--- config.mk ---
export PLATFORM = sky130hd
export DESIGN_NAME = mbs_responder
export DESIGN_NICKNAME = d
export VERILOG_FILES = /design/src/pkg/mbs_pkg.sv /design/src/rtl/mbs_crc_step.sv /design/src/rtl/mbs_responder.sv
export SDC_FILE = /design/constraint.sdc
export NUM_CORES = 1
export LEC_CHECK = 0
export BUFFER_PORTS_ARGS = -buffer_cell sky130_fd_sc_hd__buf_2
export CORE_ASPECT_RATIO = 0.75
export CORE_UTILIZATION = 33
export CTS_CLUSTER_DIAMETER = 30
export CTS_CLUSTER_SIZE = 14
export DETAILED_ROUTE_END_ITERATION = 16
export GPL_ROUTABILITY_DRIVEN = 0
export PLACE_DENSITY = 0.49
export SYNTH_ARGS = -nofsm -noshare
export SYNTH_HDL_FRONTEND = slang
export SYNTH_SLANG_ARGS = --single-unit
--- constraint.sdc ---
create_clock -name clk -period 2.6 [get_ports clk]
set_clock_uncertainty 0.05 [all_clocks]
set_input_delay 0.39 -clock clk [delete_from_list [all_inputs] [get_ports clk]]
set_output_delay 0.39 -clock clk [all_outputs]
set_load 0.02 [all_outputs]
--- src/pkg/mbs_pkg.sv ---
// shared constants and types for the serial register responder
`default_nettype none
package mbs_pkg;
	// ----------------------------------------
	// function and exception codes
	// ----------------------------------------
	localparam logic [7:0] FC_RD_HOLD = 8'h03; // read holding registers
	localparam logic [7:0] FC_RD_IN = 8'h04; // read input registers
	localparam logic [7:0] FC_WR_ONE = 8'h06; // preset single register
	localparam logic [7:0] EXC_FLAG = 8'h80; // added to function code on error
	localparam logic [7:0] EXC_NAK = 8'h07; // the only exception code sent

	// ----------------------------------------
	// frame layout and limits
	// ----------------------------------------
	localparam logic [3:0] REQ_LEN = 4'h8; // id, fc, addr(2), qty/data(2), crc(2)
	localparam logic [2:0] IDX_ID = 3'h0; // byte positions in a request
	localparam logic [2:0] IDX_FC = 3'h1;
	localparam logic [2:0] IDX_AHI = 3'h2;
	localparam logic [2:0] IDX_ALO = 3'h3;
	localparam logic [2:0] IDX_DHI = 3'h4;
	localparam logic [2:0] IDX_DLO = 3'h5;
	localparam logic [15:0] MAX_QTY = 16'h007D; // largest read that fits a reply
	localparam logic [1:0] HDR_LAST_SHORT = 2'h2; // id, fc, count or exception
	localparam logic [1:0] HDR_LAST_LONG = 2'h3; // id, fc, addr hi, addr lo

	// ----------------------------------------
	// checksum
	// ----------------------------------------
	localparam logic [15:0] CRC_INIT = 16'hFFFF; // preset of the check register
	localparam logic [15:0] CRC_POLY = 16'hA001; // reflected polynomial

	// ----------------------------------------
	// types
	// ----------------------------------------
	typedef enum logic [3:0] {
		S_RX, S_EVAL, S_WRITE, S_HDR, S_FETCH, S_DHI, S_DLO, S_CRCL, S_CRCH
	} mbs_state_t;

	typedef struct packed {
		logic we; // 1 = write, 0 = read
		logic input_space; // 1 = input registers, 0 = holding registers
		logic [15:0] addr; // register number
		logic [15:0] wdata; // value to write
	} mbs_reg_cmd_t;
endpackage
`default_nettype wire

--- src/rtl/mbs_crc_step.sv ---
// one byte step of the 16-bit frame check
`timescale 1ns/1ps
`default_nettype none
module mbs_crc_step
	import mbs_pkg::*;
(
	input wire logic [15:0] crc_in, // running check value
	input wire logic [7:0] data_in, // byte folded in
	output logic [15:0] crc_out // check value after the byte
);
	// ----------------------------------------
	// bitwise shift, lsb first
	// ----------------------------------------
	always_comb begin
		logic [15:0] c;
		c = crc_in ^ {8'h00, data_in};
		for (int i = 0; i < 8; i++) begin
			if (c[0]) begin
				c = (c >> 1) ^ CRC_POLY;
			end else begin
				c = c >> 1;
			end
		end
		crc_out = c;
	end
endmodule
`default_nettype wire

--- src/rtl/mbs_responder.sv ---
// serial register request interpreter and reply builder
//
// Functional notes
// - protocol served only in RS-485 mode
// - read reply: id, fc, count, words, CRC
// - error reply: id, fc plus 80H, code, CRC
// - exception code is always 07
// - any communications problem gives exception 07
// - written values returned, master compares them
`timescale 1ns/1ps
`default_nettype none
module mbs_responder
	import mbs_pkg::*;
(
	input wire logic clk, // 50 MHz system clock
	input wire logic nrst, // async reset, active low
	input wire logic rs485_mode, // pin: serial port in RS-485 mode
	input wire logic [7:0] unit_id, // own station address
	input wire logic rx_valid, // received byte strobe
	input wire logic [7:0] rx_data, // received byte
	input wire logic rx_gap, // end-of-frame silence pulse
	output logic tx_valid, // byte offered to transmitter
	output logic [7:0] tx_data, // byte offered
	input wire logic tx_ready, // transmitter takes byte
	output logic tx_drive_en, // line driver enable while replying
	output logic reg_req, // register access request, held until ack
	output mbs_reg_cmd_t reg_cmd, // access kind, address, write value
	input wire logic reg_ack, // access done
	input wire logic [15:0] reg_rdata // read value, valid with ack
);
	// ----------------------------------------
	// state
	// ----------------------------------------
	logic mode_s1_q, mode_s2_q; // mode pin synchroniser
	mbs_state_t state_q, state_d; // sequencer
	logic [7:0] buf_q [0:7]; // request bytes
	logic [7:0] buf_d [0:7];
	logic [3:0] cnt_q, cnt_d; // bytes stored
	logic ovf_q, ovf_d; // more bytes than a request holds
	logic [15:0] crc_rx_q, crc_rx_d; // check over whole request
	logic [15:0] crc_tx_q, crc_tx_d; // check over reply so far
	logic exc_q, exc_d; // reply is an error reply
	logic [7:0] fc_q, fc_d; // function code of request
	logic [15:0] addr_q, addr_d; // current register number
	logic [7:0] words_q, words_d; // words still to send
	logic [15:0] word_q, word_d; // word being sent
	logic [1:0] hdr_idx_q, hdr_idx_d; // header byte index
	logic tx_valid_q, tx_valid_d; // offer pending
	logic [7:0] tx_data_q, tx_data_d; // offered byte
	logic [15:0] crc_rx_nx, crc_tx_nx; // check values after one byte
	logic [15:0] qty; // quantity or write value field

	assign qty = {buf_q[IDX_DHI], buf_q[IDX_DLO]};

	// ----------------------------------------
	// checksum steps
	// ----------------------------------------
	mbs_crc_step u_crc_rx (
		.crc_in(crc_rx_q),
		.data_in(rx_data),
		.crc_out(crc_rx_nx)
	);
	mbs_crc_step u_crc_tx (
		.crc_in(crc_tx_q),
		.data_in(tx_data_q),
		.crc_out(crc_tx_nx)
	);

	// ----------------------------------------
	// outputs
	// ----------------------------------------
	assign tx_valid = tx_valid_q;
	assign tx_data = tx_data_q;
	assign tx_drive_en = (state_q != S_RX) && (state_q != S_EVAL);
	assign reg_req = (state_q == S_WRITE) || (state_q == S_FETCH);
	assign reg_cmd.we = (state_q == S_WRITE);
	assign reg_cmd.input_space = (fc_q == FC_RD_IN);
	assign reg_cmd.addr = addr_q;
	assign reg_cmd.wdata = qty;

	// mode pin comes from outside, two flops before use
	always_ff @(posedge clk or negedge nrst) begin
		if (!nrst) begin
			mode_s1_q <= 1'b0;
			mode_s2_q <= 1'b0;
		end else begin
			mode_s1_q <= rs485_mode;
			mode_s2_q <= mode_s1_q;
		end
	end

	// ----------------------------------------
	// sequencer next values
	// ----------------------------------------
	always_comb begin
		logic [7:0] fc;
		logic rd, wr, bad, send, adv;
		logic [7:0] byte_now;
		fc = buf_q[IDX_FC];
		rd = (fc == FC_RD_HOLD) || (fc == FC_RD_IN);
		wr = (fc == FC_WR_ONE);
		bad = 1'b0;
		send = 1'b0;
		adv = 1'b0;
		byte_now = 8'h00;
		state_d = state_q;
		buf_d = buf_q;
		cnt_d = cnt_q;
		ovf_d = ovf_q;
		crc_rx_d = crc_rx_q;
		crc_tx_d = crc_tx_q;
		exc_d = exc_q;
		fc_d = fc_q;
		addr_d = addr_q;
		words_d = words_q;
		word_d = word_q;
		hdr_idx_d = hdr_idx_q;
		tx_valid_d = tx_valid_q;
		tx_data_d = tx_data_q;
		// byte to offer in each sending state
		case (state_q)
			S_HDR: begin
				send = 1'b1;
				case (hdr_idx_q)
					2'h0: byte_now = unit_id;
					2'h1: byte_now = exc_q ? (fc_q | EXC_FLAG) : fc_q;
					2'h2: begin
						if (exc_q) begin
							byte_now = EXC_NAK;
						end else if (fc_q == FC_WR_ONE) begin
							byte_now = addr_q[15:8];
						end else begin
							byte_now = {words_q[6:0], 1'b0};
						end
					end
					default: byte_now = addr_q[7:0];
				endcase
			end
			S_DHI: begin
				send = 1'b1;
				byte_now = word_q[15:8];
			end
			S_DLO: begin
				send = 1'b1;
				byte_now = word_q[7:0];
			end
			S_CRCL: begin
				send = 1'b1;
				byte_now = crc_tx_q[7:0];
			end
			S_CRCH: begin
				send = 1'b1;
				byte_now = crc_tx_q[15:8];
			end
			default: begin
				send = 1'b0;
			end
		endcase
		// offer one byte, fold it into the check once taken, except the two check bytes
		if (send) begin
			if (!tx_valid_q) begin
				tx_valid_d = 1'b1;
				tx_data_d = byte_now;
			end else if (tx_ready) begin
				tx_valid_d = 1'b0;
				adv = 1'b1;
				if ((state_q != S_CRCL) && (state_q != S_CRCH)) begin
					crc_tx_d = crc_tx_nx;
				end
			end
		end
		case (state_q)
			// collect request bytes; ignored outside RS-485 mode
			S_RX: begin
				if (!mode_s2_q) begin
					cnt_d = 4'h0;
					ovf_d = 1'b0;
					crc_rx_d = CRC_INIT;
				end else begin
					if (rx_valid) begin
						crc_rx_d = crc_rx_nx;
						if (cnt_q < REQ_LEN) begin
							buf_d[cnt_q[2:0]] = rx_data;
							cnt_d = 4'(cnt_q + 4'h1);
						end else begin
							ovf_d = 1'b1;
						end
					end
					if (rx_gap) begin
						state_d = S_EVAL;
					end
				end
			end
			// judge the request; any problem turns into exception 07
			S_EVAL: begin
				cnt_d = 4'h0;
				ovf_d = 1'b0;
				crc_rx_d = CRC_INIT;
				crc_tx_d = CRC_INIT;
				hdr_idx_d = 2'h0;
				if ((cnt_q == 4'h0) || (buf_q[IDX_ID] != unit_id)) begin
					state_d = S_RX; // not addressed to this unit
				end else begin
					bad = ovf_q || (cnt_q != REQ_LEN) || (crc_rx_q != 16'h0000) ||
						!(rd || wr) || (rd && ((qty == 16'h0000) || (qty > MAX_QTY)));
					exc_d = bad;
					fc_d = fc;
					addr_d = {buf_q[IDX_AHI], buf_q[IDX_ALO]};
					if (bad) begin
						words_d = 8'h00;
						state_d = S_HDR;
					end else if (wr) begin
						words_d = 8'h01; // read back the written register
						state_d = S_WRITE;
					end else begin
						words_d = qty[7:0];
						state_d = S_HDR;
					end
				end
			end
			// write the register, then reply
			S_WRITE: begin
				if (reg_ack) begin
					state_d = S_HDR;
				end
			end
			// header bytes
			S_HDR: begin
				if (adv) begin
					if (hdr_idx_q == ((exc_q || (fc_q != FC_WR_ONE)) ? HDR_LAST_SHORT
							: HDR_LAST_LONG)) begin
						hdr_idx_d = 2'h0;
						state_d = (words_q != 8'h00) ? S_FETCH : S_CRCL;
					end else begin
						hdr_idx_d = 2'(hdr_idx_q + 2'h1);
					end
				end
			end
			// fetch one register word
			S_FETCH: begin
				if (reg_ack) begin
					word_d = reg_rdata;
					state_d = S_DHI;
				end
			end
			S_DHI: begin
				if (adv) begin
					state_d = S_DLO;
				end
			end
			S_DLO: begin
				if (adv) begin
					words_d = 8'(words_q - 8'h01);
					addr_d = 16'(addr_q + 16'h0001);
					state_d = (words_q == 8'h01) ? S_CRCL : S_FETCH;
				end
			end
			S_CRCL: begin
				if (adv) begin
					state_d = S_CRCH;
				end
			end
			S_CRCH: begin
				if (adv) begin
					state_d = S_RX;
				end
			end
			default: begin
				state_d = S_RX;
			end
		endcase
	end

	// ----------------------------------------
	// sequencer registers
	// ----------------------------------------
	always_ff @(posedge clk or negedge nrst) begin
		if (!nrst) begin
			state_q <= S_RX;
			for (int i = 0; i < 8; i++) begin
				buf_q[i] <= 8'h00;
			end
			cnt_q <= 4'h0;
			ovf_q <= 1'b0;
			crc_rx_q <= CRC_INIT;
			crc_tx_q <= CRC_INIT;
			exc_q <= 1'b0;
			fc_q <= 8'h00;
			addr_q <= 16'h0000;
			words_q <= 8'h00;
			word_q <= 16'h0000;
			hdr_idx_q <= 2'h0;
			tx_valid_q <= 1'b0;
			tx_data_q <= 8'h00;
		end else begin
			state_q <= state_d;
			buf_q <= buf_d;
			cnt_q <= cnt_d;
			ovf_q <= ovf_d;
			crc_rx_q <= crc_rx_d;
			crc_tx_q <= crc_tx_d;
			exc_q <= exc_d;
			fc_q <= fc_d;
			addr_q <= addr_d;
			words_q <= words_d;
			word_q <= word_d;
			hdr_idx_q <= hdr_idx_d;
			tx_valid_q <= tx_valid_d;
			tx_data_q <= tx_data_d;
		end
	end
endmodule
`default_nettype wire

; ---- After elaboration in Yosys (flattened, before gate mapping)
; Cells that the tools add are included.
[totals]
register_bits = 167
out_inout_bits = 45
elab_cells = 204
[op_classes]
add_sub_neg = 4
magnitude_cmp = 4
n_eq_ne = 37
n_mux = 74
bitwise_logic = 21
n_reduce_logical = 41
[ops]
columns = op, n
row1 = $mux W16, 25
row2 = $bwmux W64, 1
row3 = $mux W8, 8
row4 = $pmux W16 S2, 2
row5 = $mux W4, 13
row6 = $not A2 Y3, 16
row7 = $pmux W8 S5, 1
row8 = $pmux W4 S9, 1
row9 = $eq A8 B3 Y1 const B, 4
row10 = $xor A16 B8 Y16, 2
row11 = $demux W8 S3, 1
row12 = $pmux W8 S3, 1
row13 = $ne A2 B2 Y1 const B, 10
row14 = $add A16 B1 Y16 const B, 1
row15 = $eq A4 B3 Y1 const B, 4
row16 = $gt A16 B7 Y1 const B, 1
row17 = $logic_not A16 Y1, 1
row18 = $pmux W8 S2, 1
row19 = $reduce_bool A16 Y1, 1
row20 = $reduce_bool A2 Y1, 7
row21 = $mux W1, 12
row22 = $logic_or A1 B1 Y1, 10
row23 = $mux W2, 5
row24 = $reduce_and A10 Y1, 1
row25 = 36 further kinds, 52

; ---- Logic depth before layout (Yosys ltp)
; Gate-level depths: netlist of the first run.
[depth]
word_depth = 22
ltp_mapped = 10
depth_no_buf = 8

; ---- Cells and area by module
; From an unflattened synthesis of the first run, not the netlist that was laid out.
[hier_totals]
hier_cells = 827
area_unflattened_um2 = 8284.2
[by_module_without_submodules]
columns = module, n_inst, cells_per_inst, area_per_inst_um2, seq_area_each_um2
row1 = mbs_responder, 1, 769, 7716.2, 3818.7
row2 = mbs_crc_step, 2, 29, 284.0, 0.0

; ---- Least setup slack after synthesis of the first run
; Ideal clock, no wire load.
[synth_timing]
path_type = flip-flop to flip-flop
start = reg cnt_q[0]
end = reg addr_q[14]
setup_time_ns = 0.121
t_arrival_ns = 1.936
t_required_ns = 2.429
path_slack_ns = 0.493
path_stages_with_launch = 10
synth_period_minus_slack_ns = 2.107
path_cell_list = dfrtp_1 -> clkbuf_1 -> inv_1 -> ha_1 -> nor3b_1 -> nor4b_2 -> nand3_1 -> and2_4 -> buf_6 -> o22a_1
[synth_via]
elab_chain_cells = 4
[synth_lines]
columns = item, line_no
row1 = start: declaration, mbs_responder.sv:38  ; logic [3:0] cnt_q, cnt_d;
row2 = start signal: assignment, mbs_responder.sv:298  ; cnt_q <= cnt_d;
row3 = $logic_not A4 Y1, mbs_responder.sv:201  ; if ((cnt_q == 4'h0) || (buf_q[IDX_ID] != unit_id)) begin
row4 = $logic_or A1 B1 Y1, mbs_responder.sv:201
row5 = $ne A2 B2 Y1 (no line), -
row6 = $reduce_and A3 Y1 (no line), -
row7 = end signal: assignment, mbs_responder.sv:304  ; addr_q <= addr_d;
row8 = end: declaration, mbs_responder.sv:44  ; logic [15:0] addr_q, addr_d;
; No other way between the ends.
; A chain may end at the register's enable or synchronous reset.

; ---- Final worst setup path of the first run
[layout_timing]
start = reg state_q[3]
end = reg state_q[1]
[layout_via]
elab_chain_cells = 6
elab_cells_between_ends = 24
classes_between = 18 x eq/ne / 3 x mux / 3 x reduce/logical
[layout_lines]
columns = item, line_no
row1 = start: declaration, mbs_responder.sv:35  ; mbs_state_t state_q, state_d;
row2 = start signal: assignment, mbs_responder.sv:296  ; state_q <= state_d;
row3 = $eq A4 B4 Y1 (tied with other cells), "mbs_responder.sv:121, mbs_responder.sv:172"
row4 = $reduce_or A5 Y1 (no line), -
row5 = $mux W1, mbs_responder.sv:121  ; case (state_q)
row6 = $mux W1, mbs_responder.sv:160  ; if (send) begin
row7 = $ne A2 B2 Y1 (no line), -
row8 = $reduce_and A10 Y1 (no line), -
; Several ways; a longest one is shown, not always the timed one.

==> results of run 1 <==
-- what timing repair did --
item	in CTS	in global routing
resized for setup	0	2
hold buffers	1	1
endpoints found under the setup margin	0	6
endpoints found under the hold margin	35	1
-- through the flow --
step | instances | total power [uW] | instance area [um^2] | worst slack [ns] | utilization (%)
global route | 1191 | 12500 | 9480 | 0.0460 | 39.5
global placement | 1158 | 9190 | 8870 | 0.269 | 37.0
detailed placement | 1158 | 9210 | 8870 | 0.275 | 37.0
CTS | 1190 | 11800 | 9460 | 0.136 | 39.5
floorplan | 765 | 7690 | 8060 | 0.493 | -
finish | 1191 | 11700 | 9480 | 0.254 | 39.5
-- layer usage --
layer  GRT usage (%)  vias up
li1                -     2919
met1            30.7     3107
met5               0        -
met3            3.99       16
met4            4.90        0
met2            27.0      125
-- power by group --
| part | total [uW] | switching, uW | leakage [uW] | internal, uW |
|---|---|---|---|---|
| registers | 4120 | 837 | 0.00188 | 3280 |
| clock network | 2510 | 1060 | 0.000273 | 1450 |
| logic | 5090 | 2750 | 0.00200 | 2340 |
| total | 11700 | 4650 | 0.00415 | 7070 |
-- worst max-delay path, delay by kind of cell, from the launching register on --
family,cells,cell delay (ns)
multiplexers,1,0.29
buffers and inverters,1,0.21
AND/OR/NAND/NOR,2,0.25
flip-flops,1,0.60
AO/OA/AOI/OAI,3,0.82
-- final cells by class --
class	instances	area, um^2
fillers	2357	14500
multi-input cells	545	3890
flip-flops and latches	151	3820
repair buffers	117	707
clock buffers	19	443
well taps	331	414
clock inverters	12	143
inverters	16	60.1
-- logic make-up after synthesis --
group,Yosys count,synth area share (%)
compound gates,187,14.5
xor+xnor,53,6.39
fa+ha+maj,9,1.40
buf+inv,69,4.47
flops,151,47.4
mux,93,12.8
simple gates,203,13.1
-- worst paths after layout --
path | from | end | slack [ns] | cells after the start
max reg2reg | state_q[3] | state_q[1] | 0.25 | 7
max in group asynchronous | nrst | crc_rx_q[7] | 1.41 | 3
min | reg_rdata[5] | word_q[5] | 0.13 | 2
min in group asynchronous | nrst | buf_q[44] | 0.39 | 2
min reg2reg | mode_s1_q | mode_s2_q | 0.30 | 0
max | state_q[3] | state_q[1] | 0.25 | 7
-- flip-flops by register name, indices dropped and copies added (netlist names) --
signal	count
addr_q	16
crc_tx_q	16
words_q	8
mode_s1_q	1
hdr_idx_q	2
crc_rx_q	16
reg_cmd	16
exc_q	1
state_q	4
fc_q	8
tx_valid	1
word_q	16
tx_data	8
ovf_q	1
mode_s2_q	1
cnt_q	4
buf_q	32
-- cells in the mapped netlist (15+ instances only) --
cell / instances / area share (%)
o21ai_0: 42 / 2.6
clkbuf_1: 17 / 0.79
nand3_1: 15 / 0.93
nand2b_1: 15 / 1.2
buf_4: 17 / 1.6
xnor2_1: 32 / 3.5
mux2_2: 79 / 11
dfstp_2: 32 / 10
nand2_1: 53 / 2.5
a21oi_1: 48 / 3.0
nor2_1: 55 / 2.6
o21ai_1: 15 / 0.93
inv_1: 16 / 0.74
xor2_1: 16 / 1.7
dfrtp_1: 119 / 37
==> results.tsv, run 1 <==
metric	value	unit
power.density	1240	nW/um^2
vias_per_cell	5.18	
period_share	90.2	%
wl_per_cell	19.7	um
hold_violations	0	
status	finished clean	
async_flop_share	100	%
whs	0.135	ns
areaGrowthSynthToFinish	17.6	%
maxSlewViolCount	0	
top_layer_used	met4	
start_util	33.6	%
critPathCaptureType	flop	
path_cells	buf_4 > nand2b_1 > nor2_2 > a22o_1 > a41oi_1 > o211ai_1 > mux2_2	
cts_setup_buffers	0	
setup_viol_count_final	0	
track_usage	19.7	%
leakagePower	0.00415	uW
drive_gt1_share	32.0	%
final.min_clock_period	2.35	ns
rsz0062_at_grt	false	
worstPathArrival	2.60	ns
yosysWarnings	0	
grt_max_degree	50	
drt_iter0_drc	359	
grt_overflow	0	
clockBufferDepth	2	
numCtsBuffers	17	
peakVddDrop	0.000612	V
num_rows	49	
routed_wl	23400	um
insertion_delay	0.43	ns
die-height	137	um
required	2.86	ns
maxCapViolCount	0	
slew_headroom	52.1	%
ys.flop_type	dfrtp_1	
cp-start-kind	flop	
synth-seq-cells	151	
die_w	182	um
cts_sinks	151	
clock-root-buffer	clkbuf_16	
cp_slowest_cell	dfrtp_1	
drc	0	
drt-pass1-iter-count	5	
cts_tree	done	
h-tree-depth	4	
tightest_slew	0.718	ns
antenna_found_initial	0	
vias	6167	
synth_area	8060	um^2
setup_tns	0	ns
layout_common_cells	118 x dfrtp_1, 82 x buf_2, 79 x mux2_2, 54 x nor2_1, 53 x nand2_1	
mostFrequentLayoutCell	dfrtp_1	
ant_nets	0	
path_max_fanout	8	
synth-edff-count	0	
syn-num-nets	813	
clkTransAtPathRegs	0.07	ns
port_buffers	83	
io_pins	84	
hpwl	17300	um
diodes	0	
met2_length	9510	um
drt-met1-wl	12800	um
clock.fmax	426	MHz
synth-seq-area-share	47.4	%
grt_pass1_wl	36500	um
synthCells	765	
wl_met3	874	um
avgSynthCellArea	10.5	um^2
core_area	24000	um^2
slowest_delay	0.60	ns
dieArea	25100	um^2
fin_nets	896	
hold_path.class	in2reg	
path_class	reg2reg	
yosysUniqueCellTypes	72	
grt_pass1_vias	5907	
Power figures use the tool's default switching activity.
==> run 2: changes to the inputs <==
- RECOVER_POWER: not set -> 25
==> run 2 against run 1 <==
Sequential share of layout area up 0.13 points. Power about the same. Register-to-register slack about the same. Count of clock-buffer cells in the layout unchanged. Critical endpoint unchanged. Clock power about the same. Largest cell class unchanged. Critical path depth unchanged.
==> results.tsv, run 2 (synthesis gave the netlist of run 1 again) <==
metric	value	unit
grt_max_degree	50	
tightest_slew	0.972	ns
drt_iter0_drc	327	
reg2reg_slack	0.25	ns
mostFrequentLayoutCell	dfrtp_1	
grt_pass1_vias	5907	
fin_nets	896	
routed_wl	23400	um
num_rows	49	
path_max_fanout	8	
hpwl	17300	um
die_w	182	um
drive_gt1_share	32.0	%
worstPathArrival	2.61	ns
track_usage	19.7	%
leakagePower	0.00414	uW
cts_setup_buffers	0	
fin_area	9450	um^2
layout_common_cells	118 x dfrtp_1, 82 x buf_2, 79 x mux2_2, 54 x nor2_1, 53 x nand2_1	
r2r-end	state_q[1]	
rsz0062_at_grt	false	
vias	6133	
diodes	0	
vias_per_cell	5.15	
clock.fmax	426	MHz
drt-pass1-iter-count	5	
die-height	137	um
pre_cts_ws	0.275	ns
regMostFlops	buf_q	
numCtsBuffers	17	
setup_viol_count_final	0	
r2r-start	state_q[3]	
core_area	24000	um^2
ff2ff_path_depth	7	
status	finished clean	
hold_path.class	in2reg	
drc	0	
insertion_delay	0.43	ns
peakVddDrop	0.000608	V
largest_reg_flops	32	
antenna_found_initial	0	
crit_end	state_q[1]	
h-tree-depth	4	
maxSlewViolCount	0	
setup_tns	0	ns
fin_cells	1191	
io_pins	84	
start_util	33.6	%
fillers	2362	
cts_tree	done	
clkTransAtPathRegs	0.07	ns
ant_nets	0	
clock-root-buffer	clkbuf_16	
fin_ws	0.250	ns
required	2.86	ns
hold_violations	0	
areaGrowthSynthToFinish	17.2	%
path_class	reg2reg	
wl_per_cell	19.6	um
final_util	39.4	%
grt_pass1_wl	36500	um
cts_sinks	151	
period_share	90.4	%
grt_overflow	0	
power.density	1240	nW/um^2
post_dp_cell_area	8870	um^2
clockBufferDepth	2	
dieArea	25100	um^2
crit_start	state_q[3]	
placed_cells_incl_taps	1158	
maxCapViolCount	0	
slew_headroom	35.2	%
port_buffers	83	
critPathCaptureType	flop	
cp-start-kind	flop	
final.min_clock_period	2.35	ns
run 2: how the worst min path moves through the flow:
stage	start	to	slack [ns]	cells past startpoint
finish	reg_rdata[2]	word_q[2]	0.13	2
detailed placement	nrst	addr_q[13]	0.28	1
global placement	nrst	addr_q[15]	0.28	1
CTS	rs485_mode	mode_s1_q	0.001	1
global route	reg_rdata[1]	word_q[1]	0.11	2
floorplan	nrst	addr_q[0]	0.04	0
run 2: cell type report:
| type | count | area, um^2 | area share, % |
|---|---|---|---|
| inverters | 16 | 60.1 | 0.636 |
| clock buffers | 19 | 443 | 4.69 |
| multi-input cells | 545 | 3890 | 41.2 |
| flip-flops and latches | 151 | 3820 | 40.4 |
| clock inverters | 12 | 143 | 1.51 |
| well taps | 331 | 414 | 4.38 |
| repair buffers | 117 | 676 | 7.15 |
run 2: repair_timing:
action                                  in CTS  in global routing
hold buffers                                 1                  1
gates resized for setup                      0                  2
hold endpoints to repair                    35                  1
endpoints found under the setup margin       0                  6
run 2: routing by layer:
metal	global-route usage [%]	share of wire [%]
met1	30.7	55
met2	27.0	40
met3	3.99	3.2
met4	4.90	0.90
met5	0	0
run 2: per-stage QoR:
step           power, uW  hold WS (ns)
2_1_floorplan       7690        0.0444
3_3_place_gp        9190         0.281
6_report           11700         0.134
5_1_grt            12500         0.112
3_5_place_dp        9210         0.284
4_1_cts            11800       0.00116
run 2: power by group:
part           internal, uW  leakage, uW  switching, uW
registers              3280      0.00188            839
logic                  2330      0.00199           2750
clock network          1450     0.000273           1060
total                  7060      0.00414           4650
run 2: critical path, stage by stage, from the launching register on:
cell and delay (ns):
dfrtp_1 0.61, buf_4 0.21, nand2b_1 0.18, nor2_2 0.07, a22o_1 0.24, a41oi_1 0.43, o211ai_1 0.16, mux2_2 0.29
==> run 3: changes to the inputs <==
- clock period: 2.6 -> 2.4 ns (I/O delays scaled with it)
==> run 3 against run 2 <==
The run now ends with capacitance limit, slew limit left. Combinational power up 14%. Design area up 2.3%. Cell count up 1.6%. Flip-flop and latch count unchanged. Worst hold slack worse by 0.038 ns. Sequential share of layout area down 0.89 points. Die area unchanged. Clock power up 5%. Count of clock-buffer cells in the layout down 2. Worst setup slack worse by 0.10 ns. Utilization up 0.89 points. Critical endpoint is now tx_data[2].
==> results.tsv, run 3 (synthesis gave the netlist of run 1 again) <==
metric	value	unit
status	finished, violations left	
violations	capacitance limit, slew limit	
p_sw_share	40.9	%
required	2.72	ns
worstPathArrival	2.57	ns
slew_headroom	-5.33	%
fin_nets	914	
hold_violations	0	
start_util	33.6	%
whs	0.0963	ns
clkTransAtPathRegs	0.07	ns
drt-met1-wl	13100	um
grt_max_degree	55	
r2r-end	tx_data[2]	
path_class	reg2reg	
wl_per_cell	19.8	um
layout_common_cells	118 x dfrtp_1, 82 x buf_2, 79 x mux2_2, 54 x nor2_1, 53 x nand2_1	
numCtsBuffers	17	
final.min_clock_period	2.25	ns
hold_depth	2	
crit_buf_inv	1	
cts_sinks	151	
reg2reg_slack	0.15	ns
areaGrowthSynthToFinish	19.8	%
track_usage	20.2	%
slowest_delay	0.47	ns
p_sw	5280	uW
fin_cells	1210	
hold_path.class	in2reg	
diodes	0	
top_layer_used	met4	
die-height	137	um
internal_power	7640	uW
clock-root-buffer	clkbuf_16	
grt_pass1_wl	37200	um
dieArea	25100	um^2
vias	6224	
io_pins	84	
clockPowerShare	20.4	%
ant_nets	0	
rsz0062_at_grt	false	
hp-start	reg_rdata[13]	
setup_tns	0	ns
vias_per_cell	5.14	
core_area	24000	um^2
antenna_found_initial	1	
cts_tree	done	
drive_gt1_share	34.0	%
maxSlewViolCount	53	
ff2ff_path_depth	7	
critical_path.top_delay_family	compound AO/OA/AOI/OAI gates	
h-tree-depth	4	
period_share	93.8	%
mostFrequentLayoutCell	dfrtp_1	
drt-pass1-iter-count	5	
fin_area	9660	um^2
placed_cells_incl_taps	1173	
routed_wl	23900	um
path_cells	nor4_1 > buf_4 > nand2_2 > mux2_2 > o21ai_0 > a221oi_1 > o22a_1	
cp-start-kind	flop	
peakVddDrop	0.000842	V
drc	0	
setup_viol_count_final	0	
clockBufferDepth	2	
multi_input_area	3920	um^2
die_w	182	um
register_area	3820	um^2
maxCapViolCount	1	
post_dp_cell_area	9000	um^2
hpwl	18200	um
wl_met3	1100	um
path_max_fanout	7	
seq_power_share	34.5	%
grt_pass1_vias	6016	
pwr-share-comb	45.1	%
grt_overflow	0	
insertion_delay	0.44	ns
tightest_slew	1.58	ns
clock.fmax	444	MHz
regMostFlops	buf_q	
cp_slowest_cell	a221oi_1	
port_buffers	83	
r2r-start	fc_q[5]	
worst_hold_path.endpoint	word_q[13]	
num_rows	49	
largest_reg_flops	32	
power.density	1340	nW/um^2
met2_length	9530	um
critPathCaptureType	flop	
fillers	2423	
drt_iter0_drc	526	
leakagePower	0.00426	uW
==> run 3: how the worst max path moves through the flow <==
stage                            from           to  slack [ns]  cells after the start
after floorplan              cnt_q[0]   addr_q[14]        0.29                      9
after global placement    crc_tx_q[2]  crc_tx_q[0]        0.07                      6
after detailed placement   reg_cmd[7]   words_q[0]        0.08                      6
after CTS                  tx_data[2]  crc_tx_q[0]        0.07                      6
after global routing       state_q[0]  reg_cmd[13]        0.01                      6
final                         fc_q[5]   tx_data[2]        0.15                      7
==> run 3: cell type report <==
type,instances,share of cell area (%)
Multi-Input combinational cell,545,40.6
Clock inverter,15,1.61
Clock buffer,17,4.40
Tap cell,331,4.29
Inverter,16,0.622
Timing Repair Buffer,135,8.91
Sequential cell,151,39.5
==> run 3: worst reg2reg max path, delay by kind of cell (launching register included) <==
family | cells | cell delay (ns)
AO/OA/AOI/OAI | 3 | 0.79
multiplexers | 1 | 0.30
flip-flops | 1 | 0.40
AND/OR/NAND/NOR | 2 | 0.45
buffers and inverters | 1 | 0.19
==> run 3: metrics by stage <==
step | total power, uW | setup WS [ns] | utilization (%)
final | 12900 | 0.148 | 40.3
after global routing | 13800 | 0.0144 | 40.3
after CTS | 12800 | 0.0725 | 40.1
after detailed placement | 10100 | 0.0818 | 37.6
after global placement | 10100 | 0.0706 | 37.6
after floorplan | 8330 | 0.293 | -
==> run 3: per-layer routing <==
metal | vias up | track usage (%)
met1 | 3083 | 32.7
met3 | 13 | 4.12
met5 | - | 0
li1 | 2966 | -
met4 | 0 | 4.72
met2 | 162 | 26.4
==> run 3: what timing repair did <==
| action | 4_1_cts | 5_1_grt |
|---|---|---|
| resized for setup | 0 | 8 |
| hold endpoints to repair | 49 | 0 |
| setup buffers | 0 | 3 |
| hold buffers | 2 | 0 |
| setup endpoints to repair | 0 | 12 |
==> run 3: power groups by stage <==
stage                     Combinational (uW)  Clock (uW)  Sequential, uW
after detailed placement                5650           0            4490
after floorplan                         3960           0            4370
after global routing                    6370        2830            4580
after CTS                               5690        2710            4450
after global placement                  5630           0            4480
final                                   5820        2640            4460
